[src/common/gsl_map.vh]
// constants for the general-purpose pin and status indicator block
`ifndef GSL_MAP_VH
`define GSL_MAP_VH

// number of general-purpose pins
`define GSL_PIN_COUNT       3

// pin index that carries each indicator function
`define GSL_PIN_SPEED       0
`define GSL_PIN_LINKACT     1
`define GSL_PIN_DUPLEX      2

// clock rate and indicator pulse timing
`define GSL_CLK_KHZ         10000
`define GSL_BLINK_MS        80
`define GSL_BLINK_CNT_W     20

// configuration defaults after reset: every pin an input, no indicator
`define GSL_RST_OUTPUT      3'h0
`define GSL_RST_OPEN_DRAIN  3'h0
`define GSL_RST_DATA        3'h0
`define GSL_RST_LED_EN      3'h0

// link-and-activity indicator states
`define GSL_ST_NOLINK       2'h0
`define GSL_ST_SOLID        2'h1
`define GSL_ST_OFF          2'h2
`define GSL_ST_HOLD         2'h3

`endif

[src/hw/gsl_blink.v]
// link-and-activity indicator sequencer with off pulse and on hold
`timescale 1ns/1ps
`default_nettype none
`include "gsl_map.vh"

module gsl_blink #(
  parameter HOLD_CYCLES = `GSL_BLINK_MS * `GSL_CLK_KHZ,
  parameter CNT_W       = `GSL_BLINK_CNT_W
) (
  input  wire clk,
  input  wire sys_rst,
  input  wire link_up,
  input  wire activity,
  output reg  link_activity_indicator_n
);

  // last count of a phase, cut to the counter width on purpose
  localparam [31:0]      LAST_W = HOLD_CYCLES - 1;
  localparam [CNT_W-1:0] LAST   = LAST_W[CNT_W-1:0];
  localparam [1:0] ST_NOLINK = `GSL_ST_NOLINK;
  localparam [1:0] ST_SOLID  = `GSL_ST_SOLID;
  localparam [1:0] ST_OFF    = `GSL_ST_OFF;
  localparam [1:0] ST_HOLD   = `GSL_ST_HOLD;

  reg [1:0]       state;
  reg [1:0]       next_state;
  reg [CNT_W-1:0] cnt;
  reg             pending;
  reg             next_pending;
  wire            cnt_done;

  assign cnt_done = (cnt == LAST);

  // next state: link loss wins over every timed phase
  always @* begin
    next_state   = state;
    next_pending = pending | activity; // [RULE11]
    case (state)
      ST_NOLINK: begin
        next_pending = 1'b0;
        if (link_up)
          next_state = ST_SOLID; // [RULE6]
      end
      ST_SOLID: begin
        next_pending = 1'b0;
        if (activity)
          next_state = ST_OFF; // [RULE7]
      end
      ST_OFF: begin
        if (cnt_done) begin
          next_state = ST_HOLD; // [RULE8]
        end
      end
      ST_HOLD: begin
        if (cnt_done) begin
          next_pending = 1'b0;
          if (pending | activity)
            next_state = ST_OFF; // [RULE8] [RULE11]
          else
            next_state = ST_SOLID; // [RULE6]
        end
      end
      default: begin
        next_state   = ST_NOLINK;
        next_pending = 1'b0;
      end
    endcase
    if (!link_up) begin
      next_state   = ST_NOLINK;
      next_pending = 1'b0;
    end
  end

  // state, interval counter and indicator level
  always @(posedge clk or posedge sys_rst) begin
    if (sys_rst) begin // [RULE10]
      state                     <= ST_NOLINK;
      cnt                       <= {CNT_W{1'b0}};
      pending                   <= 1'b0;
      link_activity_indicator_n <= 1'b1;
    end else begin
      state   <= next_state;
      pending <= next_pending;
      if (next_state != state)
        cnt <= {CNT_W{1'b0}}; // each phase times from zero [RULE11]
      else if (!cnt_done)
        cnt <= cnt + 1'b1;
      // lamp on while solid or holding, off in a pulse or with no link
      link_activity_indicator_n <= ~((next_state == ST_SOLID) |
                                     (next_state == ST_HOLD)); // [RULE6]
    end
  end

endmodule // gsl_blink
`default_nettype wire

[src/hw/gsl_pins.v]
// three general-purpose pins with open-drain status indicator functions
//
// Functional notes
// RULE1: each pin independently push-pull output, open-drain output or input.
// RULE2: each pin can carry its status indicator instead of gpio.
// RULE3: indicator pins are open-drain: drive low, release when high.
// RULE4: speed indicator low at 100 Mb, during auto-negotiation, or unplugged.
// RULE5: speed indicator high only while link runs at 10 Mb.
// RULE6: link-activity indicator low while a valid link is present and idle.
// RULE7: activity makes link-activity indicator go high for 80 ms.
// RULE8: after each off pulse, low at least 80 ms; repeat only on activity.
// RULE9: duplex indicator low in full duplex, released high otherwise.
// RULE10: reset returns all logic and configuration to defaults.
// RULE11: counter times the pulses; activity during hold is latched.
`timescale 1ns/1ps
`default_nettype none
`include "gsl_map.vh"

module gsl_pins #(
  parameter NPINS       = `GSL_PIN_COUNT,
  parameter BLINK_MS    = `GSL_BLINK_MS,
  parameter HOLD_CYCLES = `GSL_BLINK_MS * `GSL_CLK_KHZ,
  parameter CNT_W       = `GSL_BLINK_CNT_W
) (
  input  wire             clk,
  input  wire             sys_rst,
  // configuration strobe and fields, one bit per pin
  input  wire             cfg_write,
  input  wire [NPINS-1:0] cfg_output,
  input  wire [NPINS-1:0] cfg_open_drain,
  input  wire [NPINS-1:0] cfg_data,
  input  wire [NPINS-1:0] cfg_led_enable,
  // configuration as currently held
  output reg  [NPINS-1:0] cfg_output_q,
  output reg  [NPINS-1:0] cfg_open_drain_q,
  output reg  [NPINS-1:0] cfg_data_q,
  output reg  [NPINS-1:0] cfg_led_enable_q,
  // link state from the phy
  input  wire             phy_speed_100,
  input  wire             phy_autoneg_busy,
  input  wire             phy_link_up,
  input  wire             phy_activity,
  input  wire             phy_full_duplex,
  // pin level as sampled for software
  output reg  [NPINS-1:0] gpio_rd_data,
  // indicator levels, active low
  output reg              speed_indicator_n,
  output wire             link_activity_indicator_n,
  output reg              duplex_indicator_n,
  // pad signals: input, output and output enable
  input  wire [NPINS-1:0] pin_in,
  output reg  [NPINS-1:0] pin_out,
  output reg  [NPINS-1:0] pin_oe
);

  // indicator level per pin position, low means lamp on
  wire [NPINS-1:0] led_level_n;
  // gpio drive request per pin before registering
  wire [NPINS-1:0] next_pin_out;
  wire [NPINS-1:0] next_pin_oe;
  // speed and duplex indicator next values
  wire             next_speed_n;
  wire             next_duplex_n;

  // configuration store, loaded as a whole on the strobe
  always @(posedge clk or posedge sys_rst) begin
    if (sys_rst) begin // [RULE10]
      cfg_output_q     <= `GSL_RST_OUTPUT;
      cfg_open_drain_q <= `GSL_RST_OPEN_DRAIN;
      cfg_data_q       <= `GSL_RST_DATA;
      cfg_led_enable_q <= `GSL_RST_LED_EN;
    end else if (cfg_write) begin
      cfg_output_q     <= cfg_output;     // [RULE1]
      cfg_open_drain_q <= cfg_open_drain; // [RULE1]
      cfg_data_q       <= cfg_data;
      cfg_led_enable_q <= cfg_led_enable; // [RULE2]
    end
  end

  // speed: high only for an established 10 Mb link
  assign next_speed_n = phy_link_up & ~phy_autoneg_busy &
                        ~phy_speed_100; // [RULE4] [RULE5]

  // duplex: low only while a full-duplex link is up
  assign next_duplex_n = ~(phy_link_up & phy_full_duplex); // [RULE9]

  // registered speed and duplex indicators
  always @(posedge clk or posedge sys_rst) begin
    if (sys_rst) begin // [RULE10]
      speed_indicator_n  <= 1'b0;
      duplex_indicator_n <= 1'b1;
    end else begin
      speed_indicator_n  <= next_speed_n;  // [RULE4] [RULE5]
      duplex_indicator_n <= next_duplex_n; // [RULE9]
    end
  end

  // link-and-activity sequencer with its pulse timer
  gsl_blink #(
    .HOLD_CYCLES (HOLD_CYCLES),
    .CNT_W       (CNT_W)
  ) u_blink (
    .clk                       (clk),
    .sys_rst                   (sys_rst),
    .link_up                   (phy_link_up),
    .activity                  (phy_activity),
    .link_activity_indicator_n (link_activity_indicator_n)
  ); // [RULE7] [RULE8] [RULE11]

  // indicator function assigned to each pin position
  assign led_level_n[`GSL_PIN_SPEED]   = speed_indicator_n;
  assign led_level_n[`GSL_PIN_LINKACT] = link_activity_indicator_n;
  assign led_level_n[`GSL_PIN_DUPLEX]  = duplex_indicator_n;

  // per-pin drive selection
  genvar i;
  generate
    for (i = 0; i < NPINS; i = i + 1) begin : g_pin
      // indicator mode always open-drain; gpio per its configuration
      assign next_pin_out[i] = cfg_led_enable_q[i] ? 1'b0 :
                               (cfg_open_drain_q[i] ? 1'b0 : cfg_data_q[i]);
      assign next_pin_oe[i]  = cfg_led_enable_q[i] ? ~led_level_n[i] : // [RULE3]
                               (cfg_output_q[i] &
                                (~cfg_open_drain_q[i] | ~cfg_data_q[i])); // [RULE1]
    end
  endgenerate

  // pad drive and input sample registers
  always @(posedge clk or posedge sys_rst) begin
    if (sys_rst) begin // [RULE10]
      pin_out      <= {NPINS{1'b0}};
      pin_oe       <= {NPINS{1'b0}};
      gpio_rd_data <= {NPINS{1'b0}};
    end else begin
      pin_out      <= next_pin_out; // [RULE2]
      pin_oe       <= next_pin_oe;  // [RULE3]
      gpio_rd_data <= pin_in;       // [RULE1]
    end
  end

endmodule // gsl_pins
`default_nettype wire

[config.mk]
export PLATFORM = sky130hd
export DESIGN_NAME = gsl_pins
export DESIGN_NICKNAME = d
export VERILOG_FILES = /design/src/hw/gsl_blink.v /design/src/hw/gsl_pins.v
export VERILOG_INCLUDE_DIRS = /design/src /design/src/common
export SDC_FILE = /design/constraint.sdc
export NUM_CORES = 1
export LEC_CHECK = 0
export BUFFER_PORTS_ARGS = -buffer_cell sky130_fd_sc_hd__buf_2
export CAP_MARGIN = 20
export CORE_ASPECT_RATIO = 1.5
export CORE_MARGIN = 1
export CORE_UTILIZATION = 40
export CTS_CLUSTER_SIZE = 24
export DETAILED_ROUTE_END_ITERATION = 12
export PLACE_DENSITY_LB_ADDON = 0.2
export REMOVE_ABC_BUFFERS = 1
export SLEW_MARGIN = 20
export SYNTH_ARGS = -nofsm -noshare
export SYNTH_HDL_FRONTEND = slang
export SYNTH_SLANG_ARGS = --single-unit
[constraint.sdc]
create_clock -name clk -period 3.9 [get_ports clk]
set_input_delay 0.195 -clock clk [delete_from_list [all_inputs] [get_ports clk]]
set_output_delay 0.195 -clock clk [all_outputs]
set_load 0.03 [all_outputs]
==> metrics <==
run status=complete, no violations; overall routing resource usage=15.96%; routed len/inst=roughly 14 um; Power Dens Cells=a little under 400 nW/um2; Hold Crit Endpoint=duplex_indicator_n; CTS max path bufs=2; fin cells=306; Num CTS Buffers=5; R2R cell count=5; post-CTS setup buffer count=0; H-tree levels=2; Mapped Area=between 2000 and 2500 um2; count of final max-slew check failures=0; maximum VDD drop=0.2033 mV; Tightest Hold Check Type=in -> reg; RePlAce Congestion=0.7173; Slew HR=64.00%; RSZ-0062 raised after global routing=false; reg2reg setup slack=1.84 ns; Required @ worst endpoint=4.06 ns; layout cells sized above 1=38.24%; clock sinks=between 40 and 50; Hold Violations, Final=0; Worst-Skew Late Latency=~0.30 ns; ys async rst share=100.0%; vias=roughly 1600; ANT nets after route=0; Max Cap Viol=0; Detailed Place HPWL=between 3 and 4 mm; Final TNS setup=0 ns; Worst Hold Depth=2; vias per cell=5.291; chip width=62.12 um; 1st-iter DRT viols=73; DRT Pass-1 Iters=4; CP arrival=2.22 ns; # rows=32; worst slack, placed=approximately 1.9 ns; worst-path fanout max=17; dpl cells=293; Post-DP Area=2416 um2; WL final=approximately 4.3 mm; Root Driver=clkbuf_8; Syn-to-layout area delta=18.75%; Worst-Margin Slew=~0.54 ns; fin worst setup slack=1.842 ns; die area=5725 um2; Final period util=52.77%; IO Pins=47; Post-synth EDFFs=0; sequential fraction of the synthesis area=54.36%; CP Class=reg -> reg; largest net degree at the start of global routing=48; Lkg Pwr=1.136 nW; TritonCTS clock tree=yes; IO Port Bufs=46; first-pass GRT wire length=between 7 and 8 mm; fin nets=about 260; Final Util=about half; most frequent cells in the layout=46 x buf_2, 45 x dfrtp_1, 12 x mux2_2, 12 x nand2_1, 10 x a21oi_1; Placeable Area=5165 um2; # DRC=0; Die H=a little over 90 um; Reg clk slew, reported paths=about 0.09 ns; Cells after Synth=188; Post-Layout Inst Area=about 2600 um2; vias in the first global route=between 1500 and 2000; HP Start=phy_full_duplex; final setup vio count=0; commonest non-fill, non-tap cell in the layout=buf_2; n_diodes=0; Final min period=2.058 ns; ys flop type=dfrtp_1; worst hold slack=0.01623 ns; fillers=471; CP endpoint kind=flip-flop; YS warnings=0; reg-to-reg endpoint=u_blink.cnt[2]; Highest Clock Rate=about 490 MHz; Starting Density=about two fifths; Final Power=1.007 mW; Avg Synthesized Cell Area=11.53 um2; post-synthesis cell type count=45; remaining global-route overflow=0; initial antenna violation count=0; worst r2r src=u_blink.cnt[0]; clk_skew=approximately 0.005 ns; startpoint types=flip-flop; FF+latch count, synth=47
-- kinds of logic after synthesis --
| logic type | after synthesis | share of synthesized area, % |
|---|---|---|
| and+or+nand+nor | 68 | 19.39 |
| xor gates and xnor gates | 6 | 2.424 |
| DFF | 47 | 54.36 |
| muxes | 15 | 7.617 |
| adders and majority gates | 1 | 0.5769 |
| buffers and inverters | 16 | 4.327 |
| AOI/OAI and AO/OA | 35 | 11.31 |
-- Yosys cell counts (2+ instances only) --
library cell / number / share of area [%]
dfrtp_1: 45 / 52
mux2_2: 12 / 6.2
nand2_1: 12 / 2.1
a21oi_1: 10 / 2.3
nand4_1: 8 / 2.3
inv_1: 7 / 1.2
or3_1: 6 / 1.7
a21oi_2: 5 / 2.0
nand3_1: 5 / 1.2
nor2_2: 5 / 1.4
nor3_1: 5 / 1.2
o21ai_0: 5 / 1.2
and3_1: 4 / 1.2
nor2_1: 4 / 0.69
nor3b_1: 4 / 1.4
and2_1: 3 / 0.87
buf_2: 3 / 0.69
buf_6: 3 / 1.6
mux2i_1: 3 / 1.4
o31ai_1: 3 / 1.0
xnor2_1: 3 / 1.2
xor2_1: 3 / 1.2
a211oi_1: 2 / 0.69
a311oi_1: 2 / 0.81
a31o_2: 2 / 0.81
and3_2: 2 / 0.69
buf_4: 2 / 0.69
dfstp_2: 2 / 2.4
or2_2: 2 / 0.58
-- routing by layer --
metal  track usage, %  wire (um)
met5                0          0
met4            5.233         57
met3            3.483        184
met2            28.94       2203
met1            18.41       1810
-- critical path, stage by stage (launching register included) --
cell,delay (ns)
dfrtp_1,0.41
ha_1,0.23
nand3_1,0.14
nor2_1,0.46
a31o_2,0.56
nor3_1,0.12
-- cell type report --
cell class,instances,area (um2),share of cell area (%)
flip-flops and latches,47,1179,45.77
repair buffers,51,290.3,11.27
well taps,68,85.08,3.304
inverters,7,26.28,1.020
multi-input cells,125,895.9,34.79
clock inverters,2,16.27,0.6317
clock buffers,6,82.58,3.207
-- timing repair --
action	CTS	global route
endpoints found under the hold margin	3	12
hold buffers	3	1
gates resized for setup	0	0
-- report_power, final --
group          internal, mW  switching (mW)  total [mW]  leakage [nW]
registers             0.516          0.0226       0.539         0.603
logic                0.0567          0.0985       0.155         0.486
clock network         0.145           0.168       0.313        0.0474
total                 0.718           0.289        1.01          1.14
-- registers in the layout (all words and copies together) (netlist names) --
| register | flops |
|---|---|
| pin_oe | 3 |
| duplex_indicator_n | 1 |
| cfg_led_enable_q | 3 |
| cfg_open_drain_q | 3 |
| pin_out | 3 |
| speed_indicator_n | 1 |
| cfg_output_q | 3 |
| u_blink.state | 2 |
| u_blink.cnt | 20 |
| gpio_rd_data | 3 |
| cfg_data_q | 3 |
| u_blink.link_activity_indicator_n | 1 |
| u_blink.pending | 1 |
-- how the worst max path moves through the flow --
stage / start / endpoint / slack, ns / depth (start not counted)
after CTS: u_blink.cnt[0] / u_blink.cnt[2] / 1.84 / 5
after global placement: u_blink.cnt[0] / u_blink.cnt[4] / 1.87 / 5
after global routing: u_blink.cnt[0] / u_blink.cnt[2] / 1.70 / 5
final: u_blink.cnt[0] / u_blink.cnt[2] / 1.84 / 5
after detailed placement: u_blink.cnt[0] / u_blink.cnt[4] / 1.85 / 5
after floorplan: u_blink.cnt[0] / u_blink.cnt[2] / 2.20 / 5
No activity file was read; power rests on OpenSTA's default activity.
